[config.mk]
export PLATFORM = sky130hd
export DESIGN_NAME = mac_vlan_wake
export DESIGN_NICKNAME = d
export VERILOG_FILES = /design/src/inc/mac_wake_pkg.sv /design/src/mac_vlan_wake.sv /design/src/magic_detect.sv /design/src/wake_filter_mem.sv
export SDC_FILE = /design/constraint.sdc
export NUM_CORES = 1
export LEC_CHECK = 0
export BUFFER_PORTS_ARGS = -buffer_cell sky130_fd_sc_hd__buf_2
export CORE_MARGIN = 2
export CORE_UTILIZATION = 60
export CTS_CLUSTER_DIAMETER = 150
export DETAILED_ROUTE_END_ITERATION = 10
export GPL_TIMING_DRIVEN = 0
export PLACE_DENSITY = 0.79
export SYNTH_ARGS = -nofsm -noshare
export SYNTH_HDL_FRONTEND = slang
export SYNTH_HIERARCHICAL = 1
export SYNTH_SLANG_ARGS = --single-unit
export TNS_END_PERCENT = 30
[constraint.sdc]
create_clock -name ref_clk -period 9.78 [get_ports ref_clk]
set_input_delay 2.934 -clock ref_clk [delete_from_list [all_inputs] [get_ports ref_clk]]
set_output_delay 2.934 -clock ref_clk [all_outputs]
set_load 0.05 [all_outputs]
[src/inc/mac_wake_pkg.sv]
// Purpose: shared constants for the vlan tag and wake-up detect block
// Assumes: 32-bit ahb-lite register bus, byte-wide receive stream
// Notes:   register indices are word numbers; byte address = index * 4
`default_nettype none

package mac_wake_pkg;

    // ********************************************************
    // bus
    // ********************************************************
    localparam int HADDR_W = 32;
    localparam int HDATA_W = 32;
    localparam logic [2:0] HSIZE_WORD = 3'h2;
    localparam logic [1:0] HRESP_OKAY = 2'h0;

    // ********************************************************
    // register indices
    // ********************************************************
    localparam logic [5:0] IDX_VLAN_ONE = 6'h09;
    localparam logic [5:0] IDX_VLAN_TWO = 6'h0A;
    localparam logic [5:0] IDX_WAKE_FILTER = 6'h0B;
    localparam logic [5:0] IDX_WAKE_CTRL = 6'h0C;
    localparam logic [5:0] IDX_FRAME_STAT = 6'h0D;
    localparam logic [5:0] IDX_IRQ_STATUS = 6'h0E;
    localparam logic [5:0] IDX_IRQ_CLEAR = 6'h0F;
    localparam logic [5:0] IDX_IRQ_ENABLE = 6'h10;

    // ********************************************************
    // fields and reset values
    // ********************************************************
    localparam int WCS_GUE = 9;
    localparam int WCS_WFR = 6;
    localparam int WCS_MPR = 5;
    localparam int WCS_WFE = 2;
    localparam int WCS_MPE = 1;
    localparam int FST_VLAN_TAG_ONE = 0;
    localparam int FST_VLAN_TAG_TWO = 1;
    localparam int FST_LONG = 2;
    localparam int FST_LEN = 16;
    localparam int IRQ_MAGIC = 0;
    localparam int IRQ_WFRAME = 1;
    localparam int IRQ_UNICAST = 2;
    localparam int IRQ_OVERSIZE = 3;
    localparam int IRQ_W = 4;
    localparam logic [31:0] REG_RST = 32'h0000_0000;

    // ********************************************************
    // frame layout and wake filter
    // ********************************************************
    localparam int LEN_W = 11;
    localparam logic [10:0] LEN_SAT = 11'h7FF;
    localparam logic [10:0] LEN_MAX_PLAIN = 11'd1518;
    localparam logic [10:0] LEN_MAX_VLAN = 11'd1522;
    localparam logic [10:0] TYPE_POS_HI = 11'd12;
    localparam logic [10:0] TYPE_POS_LO = 11'd13;
    localparam int FILT_WORDS = 8;
    localparam int FILT_NUM = 4;
    localparam int FILT_SPAN = 32;
    localparam int WORD_CMD = 4;
    localparam int WORD_OFF = 5;
    localparam int WORD_CRC = 6;
    localparam logic [15:0] CRC_POLY = 16'h8005;
    localparam logic [15:0] CRC_INIT = 16'hFFFF;
    localparam logic [7:0] MAGIC_SYNC_BYTE = 8'hFF;
    localparam logic [2:0] MAGIC_SYNC_LEN = 3'h6;
    localparam logic [3:0] MAGIC_LAST_REP = 4'hF;
    localparam logic [2:0] MAGIC_LAST_BYTE = 3'h5;

endpackage : mac_wake_pkg

`default_nettype wire

[src/mac_vlan_wake.sv]
// Purpose: vlan tag compare, length limit and wake-up detection
// Assumes: ahb-lite single slave, byte stream synchronous to ref_clk
// Notes:   reads take one wait state, writes none
// Functional notes
// first tag compared with bytes 13, 14
// second tag compared with bytes 13, 14
// tagged frames allowed 1522 bytes, else 1518
// software programs tags to 0x8100; the bench programs the second tag to 0x88A8
// reset points filter index at word 0
// each filter write advances to next word
// index wraps after the eighth word
// filter port is write only, reads zero
// unicast wake when enabled and bit0 zero
// valid wake frame sets its status flag
// valid magic packet sets its status flag
// wake frame enable arms filter matching
// magic enable gates magic packet wake
// magic: six 0xFF then sixteen addresses
//
// The implementer's own choice: the AHB-Lite interface to the registers.
`timescale 1ns/10ps
`default_nettype none

module mac_vlan_wake (
    input wire logic ref_clk,
    input wire logic rst_n,
    input wire logic hsel,
    input wire logic [mac_wake_pkg::HADDR_W-1:0] haddr,
    input wire logic [1:0] htrans,
    input wire logic hwrite,
    input wire logic [2:0] hsize,
    input wire logic [mac_wake_pkg::HDATA_W-1:0] hwdata,
    input wire logic hready,
    output logic hreadyout,
    output logic [mac_wake_pkg::HDATA_W-1:0] hrdata,
    output logic [1:0] hresp,
    input wire logic rx_valid,
    input wire logic rx_sof,
    input wire logic rx_eof,
    input wire logic rx_err,
    input wire logic [7:0] rx_data,
    input wire logic [47:0] station_addr,
    input wire logic power_save,
    output logic wake_req,
    output logic frame_done,
    output logic vlan_one_hit,
    output logic vlan_two_hit,
    output logic frame_too_long,
    output logic irq
);
    import mac_wake_pkg::*;

    // ********************************************************
    // state
    // ********************************************************
    typedef struct packed {
        logic [15:0] vlan_one;
        logic [15:0] vlan_two;
        logic global_unicast_wake_enable;
        logic wfe;
        logic mpe;
        logic wfr;
        logic magic_packet_received;
        logic [IRQ_W-1:0] irq_st;
        logic [IRQ_W-1:0] irq_en;
        logic irq;
        logic [2:0] wf_idx;
        logic ph_act;
        logic ph_wr;
        logic [5:0] ph_idx;
        logic rd_wait;
        logic [31:0] hrdata;
        logic [LEN_W-1:0] rx_len;
        logic [7:0] type_hi;
        logic [7:0] type_lo;
        logic unicast;
        logic [FILT_NUM-1:0][15:0] crc;
        logic frame_done;
        logic v1;
        logic v2;
        logic long;
        logic [LEN_W-1:0] last_len;
        logic wake_req;
    } mw_st_t;

    mw_st_t q;
    mw_st_t n;

    logic [FILT_WORDS*32-1:0] fwords;
    logic take;
    logic bus_wr;
    logic fw_wr;
    logic magic_found;
    logic [31:0] rdv;
    logic [LEN_W-1:0] pos;
    logic [LEN_W-1:0] off;
    logic [LEN_W-1:0] rel;
    logic [LEN_W-1:0] limit;
    logic [15:0] tag;
    logic [15:0] c;
    logic wf_hit;
    logic good;
    logic ev_magic;
    logic ev_wf;
    logic ev_uc;

    // msb-first crc-16 over one byte
    function automatic logic [15:0] crc16_byte(input logic [15:0] ci,
                                               input logic [7:0] d);
        logic [15:0] r;
        r = ci;
        for (int b = 7; b >= 0; b--) begin
            if (r[15] ^ d[b]) begin
                r = {r[14:0], 1'b0} ^ CRC_POLY;
            end else begin
                r = {r[14:0], 1'b0};
            end
        end
        return r;
    endfunction : crc16_byte

    // ********************************************************
    // submodules
    // ********************************************************
    wake_filter_mem #(
        .WIDTH(32),
        .DEPTH(FILT_WORDS),
        .AW(3)
    ) u_filter (
        .ref_clk(ref_clk),
        .rst_n(rst_n),
        .wr_en(fw_wr),
        .wr_idx(q.wf_idx),
        .wr_data(hwdata),
        .words(fwords)
    );

    magic_detect u_magic (
        .ref_clk(ref_clk),
        .rst_n(rst_n),
        .byte_valid(rx_valid),
        .frame_start(rx_sof),
        .byte_data(rx_data),
        .station_addr(station_addr),
        .found(magic_found)
    );

    // ********************************************************
    // bus decode
    // ********************************************************
    assign take = hsel & hready & htrans[1] & (hsize == HSIZE_WORD);
    assign bus_wr = q.ph_act & q.ph_wr & hready;
    // filter writes go to the indexed word
    assign fw_wr = bus_wr & (q.ph_idx == IDX_WAKE_FILTER);

    // ********************************************************
    // next state
    // ********************************************************
    always_comb begin
        n = q;
        rdv = 32'h0000_0000;
        pos = 11'h000;
        off = 11'h000;
        rel = 11'h000;
        limit = LEN_MAX_PLAIN;
        tag = 16'h0000;
        c = CRC_INIT;
        wf_hit = 1'b0;
        good = 1'b0;
        ev_magic = 1'b0;
        ev_wf = 1'b0;
        ev_uc = 1'b0;
        n.frame_done = 1'b0;
        n.wake_req = 1'b0;

        // address phase; the read wait cycle stalls the bus
        if (hready) begin
            n.ph_act = take;
            n.ph_wr = hwrite;
            n.ph_idx = haddr[7:2];
            n.rd_wait = take & ~hwrite;
        end else begin
            n.rd_wait = 1'b0;
        end

        // filter port and clear register read zero
        case (q.ph_idx)
            IDX_VLAN_ONE: rdv = {16'h0000, q.vlan_one};
            IDX_VLAN_TWO: rdv = {16'h0000, q.vlan_two};
            IDX_WAKE_CTRL: begin
                rdv[WCS_GUE] = q.global_unicast_wake_enable;
                rdv[WCS_WFR] = q.wfr;
                rdv[WCS_MPR] = q.magic_packet_received;
                rdv[WCS_WFE] = q.wfe;
                rdv[WCS_MPE] = q.mpe;
            end
            IDX_FRAME_STAT: begin
                rdv[FST_VLAN_TAG_ONE] = q.v1;
                rdv[FST_VLAN_TAG_TWO] = q.v2;
                rdv[FST_LONG] = q.long;
                rdv[FST_LEN +: LEN_W] = q.last_len;
            end
            IDX_IRQ_STATUS: rdv[IRQ_W-1:0] = q.irq_st;
            IDX_IRQ_ENABLE: rdv[IRQ_W-1:0] = q.irq_en;
            default: rdv = 32'h0000_0000;
        endcase
        if (q.rd_wait) begin
            n.hrdata = rdv;
        end

        // register writes; status clears come before hardware sets
        if (bus_wr) begin
            case (q.ph_idx)
                IDX_VLAN_ONE: n.vlan_one = hwdata[15:0];
                IDX_VLAN_TWO: n.vlan_two = hwdata[15:0];
                IDX_WAKE_CTRL: begin
                    n.global_unicast_wake_enable = hwdata[WCS_GUE];
                    n.wfe = hwdata[WCS_WFE];
                    n.mpe = hwdata[WCS_MPE];
                    if (hwdata[WCS_WFR]) begin
                        n.wfr = 1'b0;
                    end
                    if (hwdata[WCS_MPR]) begin
                        n.magic_packet_received = 1'b0;
                    end
                end
                IDX_IRQ_CLEAR: n.irq_st = q.irq_st & ~hwdata[IRQ_W-1:0];
                IDX_IRQ_ENABLE: n.irq_en = hwdata[IRQ_W-1:0];
                default: ;
            endcase
        end

        // three-bit index wraps after word seven
        if (fw_wr) begin
            n.wf_idx = q.wf_idx + 3'h1;
        end

        if (rx_valid) begin
            pos = rx_sof ? 11'h000 : q.rx_len;
            n.rx_len = (pos == LEN_SAT) ? pos : pos + 11'h001;
            if (pos == 11'h000) begin
                n.unicast = ~rx_data[0];
            end
            if (pos == TYPE_POS_HI) begin
                n.type_hi = rx_data;
            end
            if (pos == TYPE_POS_LO) begin
                n.type_lo = rx_data;
            end
            // masked bytes feed each filter's crc
            for (int f = 0; f < FILT_NUM; f++) begin
                off = {3'h0, fwords[WORD_OFF*32 + 8*f +: 8]};
                rel = pos - off;
                c = rx_sof ? CRC_INIT : q.crc[f];
                if (pos >= off && rel < 11'(FILT_SPAN) &&
                    fwords[f*32 + int'(rel[4:0])]) begin
                    c = crc16_byte(c, rx_data);
                end
                n.crc[f] = c;
                if (fwords[WORD_CMD*32 + 8*f] &&
                    c == fwords[(WORD_CRC + f/2)*32 + 16*(f%2) +: 16]) begin
                    wf_hit = 1'b1;
                end
            end
            if (rx_eof) begin
                tag = {n.type_hi, n.type_lo};
                // first tag compare
                n.v1 = (tag == q.vlan_one);
                // second tag compare
                n.v2 = (tag == q.vlan_two);
                // raised limit for tagged frames
                limit = (n.v1 | n.v2) ? LEN_MAX_VLAN : LEN_MAX_PLAIN;
                n.long = (n.rx_len > limit);
                n.last_len = n.rx_len;
                n.frame_done = 1'b1;
                good = ~rx_err;
                // magic wake gated by its enable
                ev_magic = good & q.mpe & magic_found;
                // filter match gated by its enable
                ev_wf = good & q.wfe & wf_hit;
                // unicast wake in power save
                ev_uc = good & q.global_unicast_wake_enable & n.unicast & power_save;
            end
        end

        // magic packet status
        n.magic_packet_received = n.magic_packet_received | ev_magic;
        // wake frame status
        n.wfr = n.wfr | ev_wf;
        n.irq_st[IRQ_MAGIC] = n.irq_st[IRQ_MAGIC] | ev_magic;
        n.irq_st[IRQ_WFRAME] = n.irq_st[IRQ_WFRAME] | ev_wf;
        n.irq_st[IRQ_UNICAST] = n.irq_st[IRQ_UNICAST] | ev_uc;
        n.irq_st[IRQ_OVERSIZE] = n.irq_st[IRQ_OVERSIZE] |
                                 (n.frame_done & n.long);
        n.irq = |(n.irq_st & n.irq_en);
        n.wake_req = power_save & (ev_magic | ev_wf | ev_uc);
    end

    // ********************************************************
    // registers
    // ********************************************************
    // reset clears the filter index
    always_ff @(posedge ref_clk or negedge rst_n) begin
        if (!rst_n) begin
            q <= '0;
        end else begin
            q <= n;
        end
    end

    assign hreadyout = ~q.rd_wait;
    assign hrdata = q.hrdata;
    assign hresp = HRESP_OKAY;
    assign wake_req = q.wake_req;
    assign frame_done = q.frame_done;
    assign vlan_one_hit = q.v1;
    assign vlan_two_hit = q.v2;
    assign frame_too_long = q.long;
    assign irq = q.irq;

    // ********************************************************
    // assertions
    // ********************************************************
    a_vlan_one_cmp: assert property (
        @(posedge ref_clk) disable iff (!rst_n)
        q.frame_done |-> q.v1 == ({q.type_hi, q.type_lo} ==
                                  $past(q.vlan_one)))
        else $error("first vlan compare wrong");

    a_vlan_two_cmp: assert property (
        @(posedge ref_clk) disable iff (!rst_n)
        q.frame_done |-> q.v2 == ({q.type_hi, q.type_lo} ==
                                  $past(q.vlan_two)))
        else $error("second vlan compare wrong");

    a_len_limit: assert property (
        @(posedge ref_clk) disable iff (!rst_n)
        q.frame_done |-> q.long == (q.last_len > ((q.v1 || q.v2) ?
                                    LEN_MAX_VLAN : LEN_MAX_PLAIN)))
        else $error("frame length limit wrong");

    a_index_reset: assert property (
        @(posedge ref_clk) disable iff (!rst_n)
        $rose(rst_n) |-> q.wf_idx == 3'h0)
        else $error("filter index not zero after reset");

    a_index_step: assert property (
        @(posedge ref_clk) disable iff (!rst_n)
        fw_wr && q.wf_idx != 3'h7 |=> q.wf_idx == $past(q.wf_idx) + 3'h1)
        else $error("filter index did not advance");

    a_index_wrap: assert property (
        @(posedge ref_clk) disable iff (!rst_n)
        fw_wr && q.wf_idx == 3'h7 |=> q.wf_idx == 3'h0)
        else $error("filter index did not wrap");

    a_filter_read: assert property (
        @(posedge ref_clk) disable iff (!rst_n)
        $fell(q.rd_wait) && q.ph_idx == IDX_WAKE_FILTER |->
        hrdata == 32'h0000_0000 && hreadyout)
        else $error("filter port read not zero");

    a_unicast_wake: assert property (
        @(posedge ref_clk) disable iff (!rst_n)
        rx_valid && rx_eof && !rx_sof && !rx_err && power_save && q.global_unicast_wake_enable &&
        q.unicast |=> wake_req && q.irq_st[IRQ_UNICAST])
        else $error("unicast wake missed");

    a_wframe_flag: assert property (
        @(posedge ref_clk) disable iff (!rst_n)
        rx_valid && rx_eof && !rx_err && q.wfe && wf_hit |=>
        q.wfr && q.irq_st[IRQ_WFRAME])
        else $error("wake frame flag not set");

    a_magic_flag: assert property (
        @(posedge ref_clk) disable iff (!rst_n)
        rx_valid && rx_eof && !rx_err && q.mpe && magic_found |=>
        q.magic_packet_received ##1 q.magic_packet_received || $past(bus_wr))
        else $error("magic packet flag not set");

    a_wframe_gate: assert property (
        @(posedge ref_clk) disable iff (!rst_n)
        !q.wfe && !q.wfr && !bus_wr |=> !q.wfr)
        else $error("wake frame flag set while disabled");

    a_magic_gate: assert property (
        @(posedge ref_clk) disable iff (!rst_n)
        rx_valid && rx_eof && !q.mpe && !q.wfe && !q.global_unicast_wake_enable |=> !wake_req)
        else $error("wake raised with all wake sources off");

endmodule : mac_vlan_wake

`default_nettype wire

[src/magic_detect.sv]
// Purpose: spots a magic packet anywhere in the received bytes
// Assumes: frame_start comes with the first byte of each frame
// Notes:   found stays high until the next frame starts
`timescale 1ns/10ps
`default_nettype none

module magic_detect (
    input wire logic ref_clk,
    input wire logic rst_n,
    input wire logic byte_valid,
    input wire logic frame_start,
    input wire logic [7:0] byte_data,
    input wire logic [47:0] station_addr,
    output logic found
);
    import mac_wake_pkg::*;

    typedef struct packed {
        logic [2:0] ff_cnt;
        logic in_addr;
        logic [3:0] rep;
        logic [2:0] bi;
        logic found;
    } mg_st_t;

    mg_st_t q;
    mg_st_t n;
    mg_st_t s;

    // first byte on the wire is the most significant address byte
    function automatic logic [7:0] addr_byte(input logic [47:0] a,
                                             input logic [2:0] i);
        return a[8*(5-i) +: 8];
    endfunction : addr_byte

    // ********************************************************
    // sync run then sixteen address copies
    // ********************************************************
    always_comb begin
        s = q;
        if (frame_start) begin
            s = '0;
        end
        n = s;
        if (byte_valid) begin
            if (!s.in_addr) begin
                if (byte_data != MAGIC_SYNC_BYTE) begin
                    n.ff_cnt = 3'h0;
                end else if (s.ff_cnt == MAGIC_SYNC_LEN - 3'h1) begin
                    n.in_addr = 1'b1;
                    n.rep = 4'h0;
                    n.bi = 3'h0;
                end else begin
                    n.ff_cnt = s.ff_cnt + 3'h1;
                end
            end else if (byte_data == addr_byte(station_addr, s.bi)) begin
                if (s.bi != MAGIC_LAST_BYTE) begin
                    n.bi = s.bi + 3'h1;
                end else if (s.rep != MAGIC_LAST_REP) begin
                    n.bi = 3'h0;
                    n.rep = s.rep + 4'h1;
                end else begin
                    n.found = 1'b1;
                    n.in_addr = 1'b0;
                    n.ff_cnt = 3'h0;
                end
            end else if (byte_data == MAGIC_SYNC_BYTE && s.bi == 3'h0 &&
                         s.rep == 4'h0) begin
                // a longer sync run keeps us aligned
                n.in_addr = 1'b1;
            end else begin
                n.in_addr = 1'b0;
                n.ff_cnt = (byte_data == MAGIC_SYNC_BYTE) ? 3'h1 : 3'h0;
            end
        end
    end

    always_ff @(posedge ref_clk or negedge rst_n) begin
        if (!rst_n) begin
            q <= '0;
        end else begin
            q <= n;
        end
    end

    assign found = q.found;

endmodule : magic_detect

`default_nettype wire

[src/wake_filter_mem.sv]
// Purpose: eight-word store behind the write-only wake filter port
// Assumes: one write port; every word is visible at once for matching
// Notes:   contents come straight out of flip-flops
`timescale 1ns/10ps
`default_nettype none

module wake_filter_mem #(
    parameter int WIDTH = 32,
    parameter int DEPTH = 8,
    parameter int AW = 3
) (
    input wire logic ref_clk,
    input wire logic rst_n,
    input wire logic wr_en,
    input wire logic [AW-1:0] wr_idx,
    input wire logic [WIDTH-1:0] wr_data,
    output logic [DEPTH*WIDTH-1:0] words
);
    import mac_wake_pkg::*;

    typedef struct packed {
        logic [DEPTH-1:0][WIDTH-1:0] w;
    } fm_st_t;

    fm_st_t q;
    fm_st_t n;

    always_comb begin
        n = q;
        if (wr_en) begin
            n.w[wr_idx] = wr_data;
        end
    end

    always_ff @(posedge ref_clk or negedge rst_n) begin
        if (!rst_n) begin
            q <= '0;
        end else begin
            q <= n;
        end
    end

    assign words = q.w;

endmodule : wake_filter_mem

`default_nettype wire

==> run_results.csv <==
group,metric,value,unit
routing,first_iter_violations,2558,
sta,tns,0,ns
setup_path,crit_path_max_fanout,10,
clocking,cts_tree,"built",
layout,nFillCells,3256,
layout,drive_gt1_share,25.0,%
setup_path,regToRegSetupSlack,3.34,ns
setup_path,crit_family,"buffers and inverters",
sta,finalSetupViolCount,0,
layout,nets,2873,
setup_path,r2r-start,"q[98]",
layout,area_growth,12.3,%
routing,vias,21800,
sta,worst_slew_pin_slew,1.40,ns
logic_synthesis,yosysWarnings,6,
setup_path,path_common_cell,"clkbuf_2",
logic_synthesis,syn_area_per_cell,10.5,um2
layout,final_area,29400,um2
routing,wl_per_cell,26.1,um
die,fp.dieW,213,um
grt,grt_max_degree,130,
grt,gr-total-overflow,0,
min_path,min_to,"q[151]",
setup_path,cpMaxStageDelayCell,"mux4_2",
setup_path,crit_start,"rx_sof",
routing,drtAntennaViolNets,0,
place,dpl.hpwl,61400,um
layout,postLayoutCoreUtil,68.3,%
setup_path,cp-start-kind,"primary input",
sta,fin_crit_sh,98.7,%
sta,fmax,104,MHz
die,io_pins,176,
setup_path,worstPathCellList,"buf_2, clkbuf_2, clkinvlp_4, clkbuf_2, clkbuf_2, nand2_1, ha_1, fa_1, clkbuf_1, mux4_2, mux4_2, o21ai_2, nor3_1, clkbuf_2, o31ai_1, xnor2_1, a2111oi_1, nand4_1, a41oi_4, a221o_1",
outcome,status,"complete, no violations",
min_path,hp-start,"q[151]",
grt,grt_pass1_vias,21800,
clocking,htreeDepth,2,
die,start_util,60.9,%
power,p_leak,13.4,nW
grt,grt_pass1_wl,130000,um
clocking,root_buffer,"clkbuf_16",
logic_synthesis,synth_cells,2490,
setup_path,crit_arrival,10.20,ns
setup_path,max_stage_delay,0.52,ns
sta,slew_viol_final,0,
clocking,cts-buffers-inserted,48,
logic_synthesis,synth_area,26200,um2
die,fp.coreArea,43100,um2
routing,drcViolationCount,0,
power,p_per_area,186,nW/um2
clocking,clk-insertion-delay-late,0.61,ns
clocking,clock_sinks,433,
sta,finalCriticalPeriod,9.66,ns
sta,max_slew_margin,6.03,%
sta,worst_hold_slack,0.477,ns
setup_path,crit_type,"in2reg",
place,placed_area,27800,um2
clocking,cts_hold_buf,0,
setup_path,end_kind,"flip-flop",
setup_path,r2r-end,"irq",
routing,drtPass1Iterations,7,
place,place.gp.congestion,0.980,
die,die_area,45400,um2
setup_path,rr_worst_depth,15,
sta,clock_skew,0.0176,ns
grt,track_usage,38.7,%
place,port-buffer-count,139,
routing,avgViaCountPerCell,6.58,
clocking,clk_pin_slew,0.06,ns
min_path,hold_path_class,"reg2reg",
grt,grt_antenna_before_repair,3,
routing,wl,86400,um
setup_path,required,10.33,ns
die,rows,76,
sta,rsz0062_at_grt,"no",
sta,hold_viol,0,
clocking,clockBufferDepth,3,
min_path,hold_depth,1,
flow_run,maxCapViolCount,0,
setup_path,crit_buf_inv,7,
die,die_h,213,um
power,vdd_drop_max,179,uV
## power breakdown
part	switching, mW	total [mW]	internal, mW
clock network	0.790	1.91	1.12
logic	0.958	1.55	0.592
registers	0.111	2.01	1.89
total	1.86	5.47	3.61
## area by class of cell
cell class / count / area, um2 / area share [%]
well taps: 585 / 732 / 2.49
diodes: 1 / 2.50 / 0.00850
clock buffers: 67 / 1340 / 4.56
repair buffers: 144 / 803 / 2.73
plain buffers: 185 / 1050 / 3.57
multi-input cells: 1784 / 14000 / 47.7
clock inverters: 19 / 292 / 0.990
flip-flops and latches: 433 / 10800 / 36.8
inverters: 91 / 345 / 1.17
## repair_timing
action                                  CTS  global route
cloned                                    0             0
buffers inserted                          0             0
pin swaps                                 1             0
endpoints found under the setup margin   65            14
hold endpoints to repair                  0             0
gates resized for setup                  12             7
## state kept, by name (all words and copies together) (netlist names)
name and cells:
vlan_one_hit 1, frame_too_long 1, wake_req 1, u_magic/q 11
u_magic/found 1, irq 1, vlan_two_hit 1, q 160
u_filter/words 228, hrdata 27, frame_done 1
## worst max-delay path by stage
stage / end / cells past startpoint / slack, ns
global route: irq / 22 / 0.02
CTS: irq / 21 / 0.05
floorplan: irq / 20 / 1.70
detailed placement: irq / 22 / -2.11
finish: irq / 20 / 0.12
global placement: u_filter/words[249] / 1 / -2.61
## per-stage QoR
stage	instances	worst slack, ns	power (mW)
finish	3309	0.125	5.47
global route	3308	0.0157	5.66
CTS	3308	0.0488	5.43
detailed placement	3224	-2.11	3.53
global placement	3220	-2.61	3.51
floorplan	2496	1.70	3.08
## layer usage
| layer | up-vias | track usage (%) | wire, um |
|---|---|---|---|
| met3 | 286 | 8.41 | 8340 |
| li1 | 9459 | - | - |
| met2 | 1196 | 60.5 | 39600 |
| met4 | 0 | 19.2 | 4560 |
| met1 | 10800 | 51.3 | 33900 |
| met5 | - | 0 | 0 |
## layout by cell type, fill, tap and decap left out, types with 11 or more instances in the layout
cell type / n
dfrtp_1: 433
mux2_2: 279
nor2_1: 241
buf_2: 167
a21oi_1: 144
xnor2_1: 121
nand2_1: 118
inv_1: 90
clkbuf_1: 90
o21ai_0: 69
mux2i_1: 55
xor2_1: 53
clkbuf_16: 48
ha_1: 47
nand3_1: 42
buf_4: 40
mux4_2: 39
o22ai_1: 35
nor3_1: 30
a221oi_1: 25
mux2_1: 25
buf_6: 22
nor2b_1: 22
nand4_1: 22
nand2b_1: 22
o31ai_1: 19
nor4_1: 18
a21o_1: 17
a22oi_1: 17
o32ai_1: 15
o211ai_1: 14
a31oi_1: 14
o21a_1: 13
a211oi_1: 13
or3_1: 13
o2bb2ai_1: 13
nand3b_1: 12
and2_1: 12
and3_1: 11
## worst register-to-register path, cell delays in order (launching register included)
cell	delay [ns]
dfrtp_1	0.37
nor2b_2	0.49
inv_1	0.46
fa_1	0.63
clkbuf_1	0.51
mux4_2	0.46
mux4_2	0.52
o21ai_2	0.46
nor3_1	0.20
clkbuf_2	0.32
o31ai_1	0.41
xnor2_1	0.11
a2111oi_1	0.50
nand4_1	0.33
a41oi_4	0.40
a221o_1	0.22
Power figures use the tool's default switching activity.
